[src/rtl/arwd_pkg.sv]
// Package for the converter result post-processing and window detector.
// Assumes an 8-bit special-function-register port on the core clock.
package arwd_pkg;
    // ----------------------------------------
    // Register addresses
    // ----------------------------------------
    localparam logic [7:0] ADDR_TRACK_TIME  = 8'hB9;
    localparam logic [7:0] ADDR_CTRL_ZERO   = 8'hC0;
    localparam logic [7:0] ADDR_CONFIG      = 8'hC1;
    localparam logic [7:0] ADDR_RESULT_LOW  = 8'hC2;
    localparam logic [7:0] ADDR_RESULT_HIGH = 8'hC3;
    localparam logic [7:0] ADDR_UPPER_LOW   = 8'hC4;
    localparam logic [7:0] ADDR_UPPER_HIGH  = 8'hC5;
    localparam logic [7:0] ADDR_LOWER_LOW   = 8'hC6;
    localparam logic [7:0] ADDR_LOWER_HIGH  = 8'hC7;
    // ----------------------------------------
    // Field positions
    // ----------------------------------------
    localparam int CTRL_FLAG_BIT   = 3;
    localparam int CTRL_START_BIT  = 4;
    localparam int CFG_SHIFT_LSB   = 0;
    localparam int CFG_REPEAT_LSB  = 2;
    localparam int CFG_LEFT_BIT    = 4;
    localparam int CFG_EXTRA_BIT   = 5;
    localparam int TK_SAMPLE_BIT   = 7;
    localparam int LEFT_JUST_SHIFT = 6;
    // ----------------------------------------
    // Reset values
    // ----------------------------------------
    localparam logic [7:0]  TRACK_TIME_RESET = 8'h1E;
    localparam logic [7:0]  CONFIG_RESET     = 8'h00;
    localparam logic [15:0] UPPER_RESET      = 16'hFFFF;
    localparam logic [15:0] LOWER_RESET      = 16'h0000;
    // ----------------------------------------
    // Timing
    // ----------------------------------------
    localparam logic [7:0] TRACK_BASE        = 8'h40;
    localparam int         SAR_CLK_DIV       = 4;
    localparam int         EXTRA_SAR_CLOCKS  = 4;
    localparam logic [7:0] EXTRA_TRACK_CYCLES = 8'(EXTRA_SAR_CLOCKS * SAR_CLK_DIV);
    localparam logic [2:0] SAMPLES_MULTI     = 3'h4;
    localparam logic [2:0] SAMPLES_SINGLE    = 3'h1;
    // ----------------------------------------
    // Burst sequencer states
    // ----------------------------------------
    typedef enum logic [2:0] {
        ARWD_IDLE = 3'b001,
        ARWD_CONV = 3'b010,
        ARWD_GAP  = 3'b100
    } arwd_state_t;
endpackage

[src/rtl/arwd_core.sv]
// Result accumulator, right shifter, window detector and burst timing.
// Assumes conv_valid is a one-cycle pulse per finished conversion and that
// the converter clock is ref_clk divided by SAR_CLK_DIV.
// Functional notes
// RULE1 - Keep a 16-bit sum of results, presented shifted right zero to three places.
// RULE2 - Repeat counts 4, 16, 64 with shifts 1, 2, 3 give 11-13 bit results.
// RULE3 - Every new result is compared with both limits without software action.
// RULE4 - A met window condition sets a flag in control register zero.
// RULE5 - Upper limit below lower limit flags results strictly between them.
// RULE6 - Otherwise flag results strictly below the lower or above the upper limit.
// RULE7 - Single-ended results are 10-bit unsigned, zero to full scale times 1023/1024.
// RULE8 - Left and right justified results use the same limit contents.
// RULE9 - Track-time register at 0xB9: sample select, reserved, tracking count, all RW.
// RULE10 - Gap of 64 minus count cycles, plus four converter clocks; none before first.
// RULE11 - Sample select 0 samples four times per conversion, 1 samples once.
// RULE12 - Each high and low byte pair compares as one 16-bit unsigned value.
`timescale 1ns/1ps
module arwd_core (
    input  wire logic        ref_clk,
    input  wire logic        rst,
    input  wire logic [7:0]  sfr_addr,
    input  wire logic        sfr_wr,
    input  wire logic [7:0]  sfr_wdata,
    output logic      [7:0]  sfr_rdata,
    input  wire logic        conv_valid,
    input  wire logic [9:0]  conv_data,
    output logic             conv_start,
    output logic [2:0]       samples_per_conv,
    output logic             window_flag,
    output logic             result_valid
);
    // ----------------------------------------
    // State
    // ----------------------------------------
    arwd_pkg::arwd_state_t state_reg, state_next;
    logic [7:0]  track_reg, track_next;
    logic [7:0]  cfg_reg, cfg_next;
    logic [15:0] upper_reg, upper_next;
    logic [15:0] lower_reg, lower_next;
    logic [15:0] acc_reg, acc_next;
    logic [15:0] result_reg, result_next;
    logic [5:0]  cnt_reg, cnt_next;
    logic [7:0]  gap_reg, gap_next;
    logic        flag_reg, flag_next;
    logic        start_reg, start_next;
    logic        rvalid_reg, rvalid_next;
    logic [2:0]  spc_reg, spc_next;
    logic [7:0]  rdata_reg, rdata_next;
    logic [15:0] sum;
    logic [15:0] word;
    logic [5:0]  rep_last;
    logic [7:0]  gap_len;
    logic        last_conv;
    logic        win_hit;
    logic        wr_ctrl;
    // ----------------------------------------
    // Next-state logic
    // ----------------------------------------
    always_comb
    begin
        case (cfg_reg[arwd_pkg::CFG_REPEAT_LSB +: 2])
            2'h1:    rep_last = 6'h03;
            2'h2:    rep_last = 6'h0F;
            2'h3:    rep_last = 6'h3F;
            default: rep_last = 6'h00;
        endcase
        // Sum of 64 ten-bit results fits 16 bits, so no overflow check
        sum = acc_reg + {6'h00, conv_data}; // [RULE1] [RULE7]
        last_conv = conv_valid && (cnt_reg == rep_last); // [RULE2]
        word = sum >> cfg_reg[arwd_pkg::CFG_SHIFT_LSB +: 2]; // [RULE1] [RULE2]
        if (cfg_reg[arwd_pkg::CFG_LEFT_BIT])
        begin
            word = word << arwd_pkg::LEFT_JUST_SHIFT;
        end
        // Same limits whatever the justification; software scales them [RULE8]
        if (upper_reg < lower_reg)
        begin
            win_hit = (word > upper_reg) && (word < lower_reg); // [RULE5] [RULE12]
        end
        else
        begin
            win_hit = (word < lower_reg) || (word > upper_reg); // [RULE6] [RULE12]
        end
        win_hit = win_hit && last_conv; // [RULE3]
        gap_len = (arwd_pkg::TRACK_BASE - {2'h0, track_reg[5:0]})
                + (cfg_reg[arwd_pkg::CFG_EXTRA_BIT] ? arwd_pkg::EXTRA_TRACK_CYCLES : 8'h00);
        wr_ctrl = sfr_wr && (sfr_addr == arwd_pkg::ADDR_CTRL_ZERO);
        track_next = track_reg;
        cfg_next = cfg_reg;
        upper_next = upper_reg;
        lower_next = lower_reg;
        if (sfr_wr)
        begin
            if (sfr_addr == arwd_pkg::ADDR_TRACK_TIME)
                track_next = sfr_wdata; // [RULE9]
            else if (sfr_addr == arwd_pkg::ADDR_CONFIG)
                cfg_next = sfr_wdata;
            else if (sfr_addr == arwd_pkg::ADDR_UPPER_LOW)
                upper_next[7:0] = sfr_wdata;
            else if (sfr_addr == arwd_pkg::ADDR_UPPER_HIGH)
                upper_next[15:8] = sfr_wdata;
            else if (sfr_addr == arwd_pkg::ADDR_LOWER_LOW)
                lower_next[7:0] = sfr_wdata;
            else if (sfr_addr == arwd_pkg::ADDR_LOWER_HIGH)
                lower_next[15:8] = sfr_wdata;
        end
        // Hardware set wins over a software clear in the same cycle
        flag_next = flag_reg;
        if (wr_ctrl)
            flag_next = sfr_wdata[arwd_pkg::CTRL_FLAG_BIT];
        if (win_hit)
            flag_next = 1'b1; // [RULE4]
        acc_next = acc_reg;
        cnt_next = cnt_reg;
        result_next = result_reg;
        rvalid_next = 1'b0;
        if (last_conv)
        begin
            acc_next = 16'h0000;
            cnt_next = 6'h00;
            result_next = word;
            rvalid_next = 1'b1;
        end
        else if (conv_valid)
        begin
            acc_next = sum;
            cnt_next = cnt_reg + 6'h01;
        end
        state_next = state_reg;
        gap_next = gap_reg;
        start_next = 1'b0;
        case (state_reg)
            arwd_pkg::ARWD_IDLE:
            begin
                if (wr_ctrl && sfr_wdata[arwd_pkg::CTRL_START_BIT])
                begin
                    start_next = 1'b1; // [RULE10]
                    state_next = arwd_pkg::ARWD_CONV;
                end
            end
            arwd_pkg::ARWD_CONV:
            begin
                if (last_conv)
                    state_next = arwd_pkg::ARWD_IDLE;
                else if (conv_valid)
                begin
                    gap_next = gap_len; // [RULE10]
                    state_next = arwd_pkg::ARWD_GAP;
                end
            end
            arwd_pkg::ARWD_GAP:
            begin
                if (gap_reg <= 8'h01)
                begin
                    start_next = 1'b1;
                    state_next = arwd_pkg::ARWD_CONV;
                end
                gap_next = gap_reg - 8'h01;
            end
            default: state_next = arwd_pkg::ARWD_IDLE;
        endcase
        spc_next = track_reg[arwd_pkg::TK_SAMPLE_BIT] ? arwd_pkg::SAMPLES_SINGLE
                                                      : arwd_pkg::SAMPLES_MULTI; // [RULE11]
        // Unmapped addresses read zero
        if (sfr_addr == arwd_pkg::ADDR_TRACK_TIME)
            rdata_next = track_reg;
        else if (sfr_addr == arwd_pkg::ADDR_CTRL_ZERO)
            rdata_next = {3'h0, state_reg != arwd_pkg::ARWD_IDLE, flag_reg, 3'h0};
        else if (sfr_addr == arwd_pkg::ADDR_CONFIG)
            rdata_next = cfg_reg;
        else if (sfr_addr == arwd_pkg::ADDR_RESULT_LOW)
            rdata_next = result_reg[7:0];
        else if (sfr_addr == arwd_pkg::ADDR_RESULT_HIGH)
            rdata_next = result_reg[15:8];
        else if (sfr_addr == arwd_pkg::ADDR_UPPER_LOW)
            rdata_next = upper_reg[7:0];
        else if (sfr_addr == arwd_pkg::ADDR_UPPER_HIGH)
            rdata_next = upper_reg[15:8];
        else if (sfr_addr == arwd_pkg::ADDR_LOWER_LOW)
            rdata_next = lower_reg[7:0];
        else if (sfr_addr == arwd_pkg::ADDR_LOWER_HIGH)
            rdata_next = lower_reg[15:8];
        else
            rdata_next = 8'h00;
    end
    // ----------------------------------------
    // Registers
    // ----------------------------------------
    always_ff @(posedge ref_clk)
    begin
        if (rst)
        begin
            state_reg  <= arwd_pkg::ARWD_IDLE;
            track_reg  <= arwd_pkg::TRACK_TIME_RESET;
            cfg_reg    <= arwd_pkg::CONFIG_RESET;
            upper_reg  <= arwd_pkg::UPPER_RESET;
            lower_reg  <= arwd_pkg::LOWER_RESET;
            acc_reg    <= 16'h0000;
            result_reg <= 16'h0000;
            cnt_reg    <= 6'h00;
            gap_reg    <= 8'h00;
            flag_reg   <= 1'b0;
            start_reg  <= 1'b0;
            rvalid_reg <= 1'b0;
            spc_reg    <= arwd_pkg::SAMPLES_MULTI;
            rdata_reg  <= 8'h00;
        end
        else
        begin
            state_reg  <= state_next;
            track_reg  <= track_next;
            cfg_reg    <= cfg_next;
            upper_reg  <= upper_next;
            lower_reg  <= lower_next;
            acc_reg    <= acc_next;
            result_reg <= result_next;
            cnt_reg    <= cnt_next;
            gap_reg    <= gap_next;
            flag_reg   <= flag_next;
            start_reg  <= start_next;
            rvalid_reg <= rvalid_next;
            spc_reg    <= spc_next;
            rdata_reg  <= rdata_next;
        end
    end
    assign sfr_rdata        = rdata_reg;
    assign conv_start       = start_reg;
    assign samples_per_conv = spc_reg;
    assign window_flag      = flag_reg;
    assign result_valid     = rvalid_reg;
    // ----------------------------------------
    // Assertions
    // ----------------------------------------
    property p_shift_three;
        @(posedge ref_clk) disable iff (rst)
        (last_conv && cfg_reg[1:0] == 2'h3 && !cfg_reg[arwd_pkg::CFG_LEFT_BIT])
        |=> rvalid_reg && result_reg == ($past(sum) >> 3);
    endproperty
    a_shift_three: assert property (p_shift_three) else $error("shift wrong"); // [RULE1]
    property p_repeat;
        @(posedge ref_clk) disable iff (rst)
        (conv_valid && cnt_reg != rep_last) |=> !rvalid_reg;
    endproperty
    a_repeat: assert property (p_repeat) else $error("early result"); // [RULE2]
    property p_flag_set;
        @(posedge ref_clk) disable iff (rst)
        win_hit |=> flag_reg && rvalid_reg;
    endproperty
    a_flag_set: assert property (p_flag_set) else $error("flag not set"); // [RULE4]
    property p_inside;
        @(posedge ref_clk) disable iff (rst)
        (last_conv && upper_reg < lower_reg && word > upper_reg && word < lower_reg)
        |=> flag_reg;
    endproperty
    a_inside: assert property (p_inside) else $error("inside miss"); // [RULE5]
    property p_outside;
        @(posedge ref_clk) disable iff (rst)
        (last_conv && upper_reg >= lower_reg && !(word > upper_reg) && !(word < lower_reg)
         && !flag_reg && !wr_ctrl) |=> !flag_reg;
    endproperty
    a_outside: assert property (p_outside) else $error("false outside"); // [RULE6]
    property p_track_wr;
        @(posedge ref_clk) disable iff (rst)
        (sfr_wr && sfr_addr == arwd_pkg::ADDR_TRACK_TIME)
        ##1 (sfr_addr == arwd_pkg::ADDR_TRACK_TIME) |=> sfr_rdata == $past(sfr_wdata, 2);
    endproperty
    a_track_wr: assert property (p_track_wr) else $error("track readback"); // [RULE9]
    property p_first_start;
        @(posedge ref_clk) disable iff (rst)
        (state_reg == arwd_pkg::ARWD_IDLE && wr_ctrl && sfr_wdata[arwd_pkg::CTRL_START_BIT])
        |=> conv_start;
    endproperty
    a_first_start: assert property (p_first_start) else $error("first delayed"); // [RULE10]
    property p_gap;
        @(posedge ref_clk) disable iff (rst)
        (state_reg == arwd_pkg::ARWD_CONV && conv_valid && !last_conv)
        |=> gap_reg == $past(gap_len) && !conv_start;
    endproperty
    a_gap: assert property (p_gap) else $error("gap length"); // [RULE10]
    property p_samples;
        @(posedge ref_clk) disable iff (rst)
        track_reg[arwd_pkg::TK_SAMPLE_BIT] ##1 track_reg[arwd_pkg::TK_SAMPLE_BIT]
        |-> samples_per_conv == arwd_pkg::SAMPLES_SINGLE;
    endproperty
    a_samples: assert property (p_samples) else $error("sample count"); // [RULE11]
endmodule // arwd_core

[config.mk]
export PLATFORM = sky130hd
export DESIGN_NAME = arwd_core
export DESIGN_NICKNAME = d
export VERILOG_FILES = /design/src/rtl/arwd_pkg.sv /design/src/rtl/arwd_core.sv
export SDC_FILE = /design/constraint.sdc
export NUM_CORES = 1
export LEC_CHECK = 0
export BUFFER_PORTS_ARGS = -buffer_cell sky130_fd_sc_hd__buf_2
export CAP_MARGIN = 20
export CORE_UTILIZATION = 57
export CTS_BUF_LIST = sky130_fd_sc_hd__clkbuf_2 sky130_fd_sc_hd__clkbuf_4 sky130_fd_sc_hd__clkbuf_8
export CTS_CLUSTER_SIZE = 8
export DETAILED_ROUTE_END_ITERATION = 7
export PLACE_DENSITY = 0.76
export SETUP_SLACK_MARGIN = 0.1
export SYNTH_ARGS = -nofsm -noshare
export SYNTH_HDL_FRONTEND = slang
export SYNTH_SLANG_ARGS = --single-unit
[constraint.sdc]
create_clock -name ref_clk -period 6.8 [get_ports ref_clk]
set_clock_uncertainty 0.2 [all_clocks]
set_input_delay 1.36 -clock ref_clk [delete_from_list [all_inputs] [get_ports ref_clk]]
set_output_delay 1.36 -clock ref_clk [all_outputs]
set_load 0.01 [all_outputs]
==> results of run 1 <==
[critical path, delay by kind of cell]
family | cells | cell delay [ns]
AO/OA/AOI/OAI | 11 | 2.12
adder cells (fa/ha/maj) | 3 | 0.96
buffers and inverters | 1 | 0.10
multiplexers | 2 | 0.48
AND/OR/NAND/NOR | 2 | 0.70
[power by group through the flow]
stage	clock (µW)	sequential (µW)	combinational, µW
global placement	0	688	259
detailed placement	0	688	262
floorplan	0	682	195
CTS	462	673	264
global route	486	675	299
finish	453	674	270
[path summary, 6_finish.rpt]
check | end | from | slack (ns)
worst max-delay path | window_flag | conv_data[0] | 1.19
worst min-delay path | samples_per_conv[2] | track_reg[7] | 0.25
worst max register to register | window_flag | acc_reg[0] | 1.93
worst min register to register | samples_per_conv[2] | track_reg[7] | 0.25
[per-layer routing]
metal	part of all wire (%)	vias to the layer above	global-route usage (%)	routed length, µm
met5	0	-	0	0
met4	1.7	0	8.31	328
met3	6.6	27	5.96	1280
met2	44	223	46.8	8540
met1	47	3100	43.1	9120
li1	-	3275	-	-
[area by class of cell]
| type | count | area (µm²) |
|---|---|---|
| clock inverter | 6 | 97.6 |
| fill | 1103 | 4450 |
| sequential | 110 | 2200 |
| timing repair buffer | 52 | 285 |
| clock buffer | 10 | 131 |
| tap | 168 | 210 |
| inverter | 50 | 188 |
| multi-input combinational | 686 | 4700 |
[metrics by stage]
stage                     setup WS [ns]  hold WS (ns)  utilization [%]  std cells  power (µW)
after global placement            0.952         0.222             61.8       1065         946
after CTS                          1.25         0.249             63.7       1081        1400
after global routing              0.927         0.274             63.7       1082        1460
after floorplan                    1.29         0.205                -        896         877
after detailed placement          0.848         0.234             61.8       1065         950
final                              1.19         0.251             63.7       1082        1400
[cell families (layout without fill, tap and decap cells)]
group           count (synthesis)  count (layout)
other cells                     1               1
compound gates                232             232
xor+xnor                       21              21
fa+ha+maj                      62              62
mux                            53              53
buf+inv                       100             118
flops                         110             110
simple gates                  317             317
[synthesized netlist by cell type (5+ instances only)]
cell type    n  share of area, %
clkbuf_1    38               2.0
or3_1        6              0.51
ha_1        61                10
o21ai_0     38               2.6
a211o_1     18               2.2
nor2_1     121               6.2
nand2b_1    13               1.1
mux2i_1     45               6.2
a222oi_1     5              0.69
nand2_1     77               4.0
o21a_1      12               1.2
xnor2_1     13               1.6
and2_1       8              0.69
nand3b_1     6              0.62
mux2_2       5              0.77
nor3_1      15               1.0
a31oi_1      8              0.69
a221oi_1     9               1.1
a21o_1      17               1.7
nand3_1     14              0.96
xor2_1       8              0.96
inv_1       48               2.5
nor2b_1      6              0.51
a211oi_1    14               1.4
nor4_1      10              0.86
a22oi_1     10               1.0
a21oi_1     51               3.5
dfxtp_1    110                30
nand4_1     17               1.5
buf_1        5              0.26
[placed cells by master, fill, tap and decap left out, drive strengths merged, types with 5 or more instances in the layout]
cell and n:
inv 48, nand3b 6, a21oi 53, nor2 121, nor4 11, a222oi 5, mux2i 45, and2 8
a211o 18, a211oi 14, nand4 17, xnor2 13, ha 61, a22oi 10, a311oi 5, xor2 8
o211ai 5, clkbuf 10, o21ai 41, a21o 18, nand2 77, nand3 14, a31oi 8, nor3 16
mux2 5, and4 5, clkinv 5, buf 52, dfxtp 110, or3 6, a221oi 10, o21a 12
nor2b 6, nand2b 13
==> results.json, run 1 <==
{
  "status": "finished, final reports clean",
  "leakage_uw": 0.00308,
  "async_flop_share_pct": 0,
  "wl_per_cell_um": 17.8,
  "fmax_mhz": 178,
  "path_max_fanout": 6,
  "grt_pass1_vias": 5948,
  "numPortBuffers": 42,
  "synthMuxAreaShare_pct": 7.86,
  "gp_congestion": 0.913,
  "ir_worst_vdd_v": 0.000131,
  "synth_ff_type": "dfxtp_1",
  "cts_buffers": 9,
  "clockPowerShare_pct": 32.4,
  "sw_frac_of_total_pct": 30.0,
  "hold_depth": 1,
  "vias": 6625,
  "viasPerCell": 6.12,
  "switching_power_uw": 419,
  "crit_top_cell": "a21o_1",
  "clkTransAtPathRegs_ns": 0.11,
  "die_area_um2": 13300,
  "p_int_uw": 979,
  "ys_warn_count": 0,
  "synth_fa_ha_area_share_pct": 10.7,
  "ant_nets": 0,
  "drc": 0,
  "required_ns": 6.91,
  "htree_levels": 3,
  "diodes": 0,
  "cpMaxStageDelayCell": "fa_1",
  "clock_sinks": 110,
  "cpPeakStageDelay_ns": 0.41,
  "die_x_um": 115,
  "routed_wl_um": 19300,
  "dpl-instance-area_um2": 7580,
  "gr-usage-all-layers_pct": 30.4,
  "area_growth_pct": 6.99,
  "seq_area_frac_synth_pct": 30.2,
  "reg2reg_depth": 18,
  "cap_violations": 0,
  "grt_start_max_net_pins": 88,
  "start_kind": "input port",
  "synthXorXnorAreaFrac_pct": 2.52,
  "synthCells": 896,
  "synth_cell_type_count": 80,
  "syn_area_um2": 7300,
  "post_cts_resized": 0,
  "start_util_pct": 59.6,
  "setup_viol": 0,
  "ctsHoldBuffers": 0,
  "synth-simple-area-share_pct": 20.8,
  "tns_ns": 0,
  "final_area_um2": 7810,
  "synth_edf_count": 0,
  "core_area_um2": 12300,
  "rsz0062_at_grt": "false",
  "slew_headroom_pct": 34.2,
  "clockRootBuffer": "clkbuf_8",
  "gr-total-overflow": 0,
  "antenna_found_initial": 0,
  "post-cts-setup-buffers": 0,
  "clockBufferDepth": 2,
  "nets": 1001,
  "dp_hpwl_um": 14200,
  "path_cells": "buf_2 -> ha_1 -> fa_1 -> a21o_1 -> and4_2 -> or3_1 -> a311oi_1 -> a311oi_2 -> mux2i_1 -> mux2i_1 -> ha_1 -> a21o_1 -> a21o_1 -> a211oi_1 -> o21bai_1 -> a21o_1 -> a221oi_1 -> o31ai_1 -> a221oi_1",
  "seqPwrFrac_pct": 48.2,
  "ys_seq_elements": 110,
  "synth-compound-area-share_pct": 22.4,
  "pin_count": 44,
  "syn_area_per_cell_um2": 8.15,
  "die_y_um": 115,
  "slew_viol_final": 0,
  "pwr-share-comb_pct": 19.3,
  "firstDrtPassIters": 5,
  "syn-num-nets": 988,
  "synth_top_family_by_area": "compound AO/OA/AOI/OAI gates",
  "drt_iter0_drc": 733,
  "period_minus_slack_ns": 5.61,
  "hp-class": "reg2reg",
  "end_kind": "register",
  "insertion_delay_ns": 0.40,
  "critical_path_class": "in2reg",
  "worstMarginPinSlew_ns": 0.984,
  "worstPathArrival_ns": 5.71,
  "cts_tree": "done",
  "period_share_pct": 82.5,
  "grt_pass1_wl_um": 31100,
  "hold_violations": 0,
  "powerDensity_nw_per_um2": 179,
  "rows": 40,
  "drive_gt1_share_pct": 10.2
}
Note: power is estimated with default switching activity, not from simulation.
==> run 2: changes to the inputs <==
==> constraint.sdc (replaced) <==
create_clock -name ref_clk -period 5.4 [get_ports ref_clk]
set_clock_uncertainty 0.2 [all_clocks]
set_input_delay 1.08 -clock ref_clk [delete_from_list [all_inputs] [get_ports ref_clk]]
set_output_delay 1.08 -clock ref_clk [all_outputs]
set_load 0.01 [all_outputs]
==> run 2 against run 1 <==
Net effect:
- sequential share of layout area is 0.98 points lower
- critical path type unchanged
- wire length up 2.9%
- sequential cell count unchanged
- final cell count up 3.1%
==> results.json, run 2 (synthesis gave the netlist of run 1 again) <==
{
  "status": "finished, final reports clean",
  "pin_count": 44,
  "grt_start_max_net_pins": 56,
  "setup_viol": 0,
  "timing.rr.start": "acc_reg[0]",
  "hp-class": "reg2reg",
  "critical_path_class": "in2reg",
  "die_area_um2": 13300,
  "cts_buffers": 9,
  "drt_iter0_drc": 629,
  "ir_worst_vdd_v": 0.000267,
  "hold_start": "track_reg[7]",
  "die_y_um": 115,
  "grt_pass1_wl_um": 32000,
  "hold_depth": 1,
  "drive_gt1_share_pct": 14.2,
  "drc": 0,
  "hold_violations": 0,
  "p_int_uw": 1200,
  "r2r_setup_slack_ns": 0.84,
  "end_kind": "register",
  "rsz0062_at_grt": "false",
  "fmax_mhz": 200,
  "fin_total_pwr_uw": 1760,
  "cts_tree": "done",
  "gp_congestion": 0.942,
  "firstDrtPassIters": 5,
  "nets": 1035,
  "worstMarginPinSlew_ns": 1.01,
  "fin_util_pct": 66.0,
  "numPortBuffers": 42,
  "seqPwrFrac_pct": 48.1,
  "layout.cells.most_common_list": "121 x nor2_1, 110 x dfxtp_1, 77 x nand2_1",
  "antenna_found_initial": 0,
  "start_util_pct": 59.6,
  "rows": 40,
  "htree_levels": 3,
  "routed_wl_um": 19800,
  "insertion_delay_ns": 0.41,
  "period_share_pct": 92.5,
  "switching_power_uw": 566,
  "clockRootBuffer": "clkbuf_8",
  "wl_per_cell_um": 17.8,
  "area_growth_pct": 10.8,
  "sw_frac_of_total_pct": 32.1,
  "required_ns": 5.52,
  "gr-usage-all-layers_pct": 31.4,
  "dp_hpwl_um": 14900,
  "post-cts-setup-buffers": 0,
  "reg2reg_to": "window_flag",
  "worstPathArrival_ns": 5.12,
  "clock_sinks": 110,
  "ctsHoldBuffers": 0,
  "fillCellCount": 1098,
  "core_area_um2": 12300,
  "cap_violations": 0,
  "final_area_um2": 8090,
  "pwr-share-comb_pct": 21.9,
  "period_minus_slack_ns": 5.00,
  "dp.cells": 1099,
  "min_to": "samples_per_conv[2]",
  "final_common_cell": "nor2_1",
  "clkTransAtPathRegs_ns": 0.12,
  "start_kind": "input port",
  "gr-total-overflow": 0,
  "leakage_uw": 0.00325,
  "slew_headroom_pct": 32.7,
  "clockBufferDepth": 2,
  "viasPerCell": 6.09,
  "vias": 6793,
  "diodes": 0,
  "dpl-instance-area_um2": 7830,
  "die_x_um": 115,
  "slew_viol_final": 0,
  "clockPowerShare_pct": 30.0,
  "grt_pass1_vias": 6229,
  "path_max_fanout": 4,
  "reg2reg_depth": 18,
  "ant_nets": 0,
  "fin_cells": 1116,
  "powerDensity_nw_per_um2": 218
}
run 2: layer usage:
layer | up-vias | wire, µm | track usage [%]
li1 | 3343 | - | -
met4 | 0 | 502 | 12.5
met1 | 3183 | 9220 | 43.2
met5 | - | 0 | 0
met2 | 228 | 8770 | 48.2
met3 | 39 | 1330 | 5.96
run 2: area by class of cell:
| cell class | instances | area [µm²] | area share (%) |
|---|---|---|---|
| Timing Repair Buffer | 86 | 541 | 6.68 |
| Sequential cell | 110 | 2200 | 27.2 |
| Clock inverter | 6 | 72.6 | 0.897 |
| Inverter | 50 | 188 | 2.32 |
| Tap cell | 168 | 210 | 2.60 |
| Clock buffer | 10 | 138 | 1.70 |
| Multi-Input combinational cell | 686 | 4740 | 58.6 |
run 2: power by group through the flow:
stage	Sequential [µW]	Combinational (µW)	Clock (µW)
after detailed placement	866	369	0
after global routing	851	423	567
after global placement	865	366	0
final	848	385	528
after floorplan	859	245	0
after CTS	848	372	539
run 2: metrics by stage:
step | hold slack (ns) | setup WS, ns | setup TNS (ns)
after floorplan | 0.205 | 0.171 | 0
after global placement | 0.226 | -0.0327 | -0.0327
after detailed placement | 0.241 | -0.134 | -0.134
after CTS | 0.267 | 0.255 | 0
after global routing | 0.283 | 0.124 | 0
final | 0.268 | 0.404 | 0
run 2: worst max path at each step:
| stage | start | endpoint | slack (ns) |
|---|---|---|---|
| global route | conv_data[0] | window_flag | 0.12 |
| detailed placement | conv_data[0] | window_flag | -0.13 |
| floorplan | conv_data[0] | window_flag | 0.17 |
| CTS | conv_data[0] | window_flag | 0.25 |
| finish | conv_data[0] | window_flag | 0.40 |
| global placement | conv_data[0] | window_flag | -0.03 |
run 2: worst max-delay path, stage by stage:
cell      delay (ns)
buf_2           0.10
ha_1            0.22
fa_1            0.40
a21o_1          0.21
and4_2          0.26
or3_1           0.32
and2_1          0.18
mux2_2          0.28
mux2i_1         0.19
mux2i_1         0.14
ha_1            0.30
a21o_1          0.15
a21o_1          0.18
a211oi_2        0.22
o21bai_1        0.10
a21o_1          0.19
a221oi_2        0.26
o31ai_1         0.10
a221oi_1        0.24
run 2: timing repair:
action / in CTS / in global routing
gates resized for setup: 0 / 8
setup endpoints to repair: 0 / 1
endpoints found under the hold margin: 0 / 0
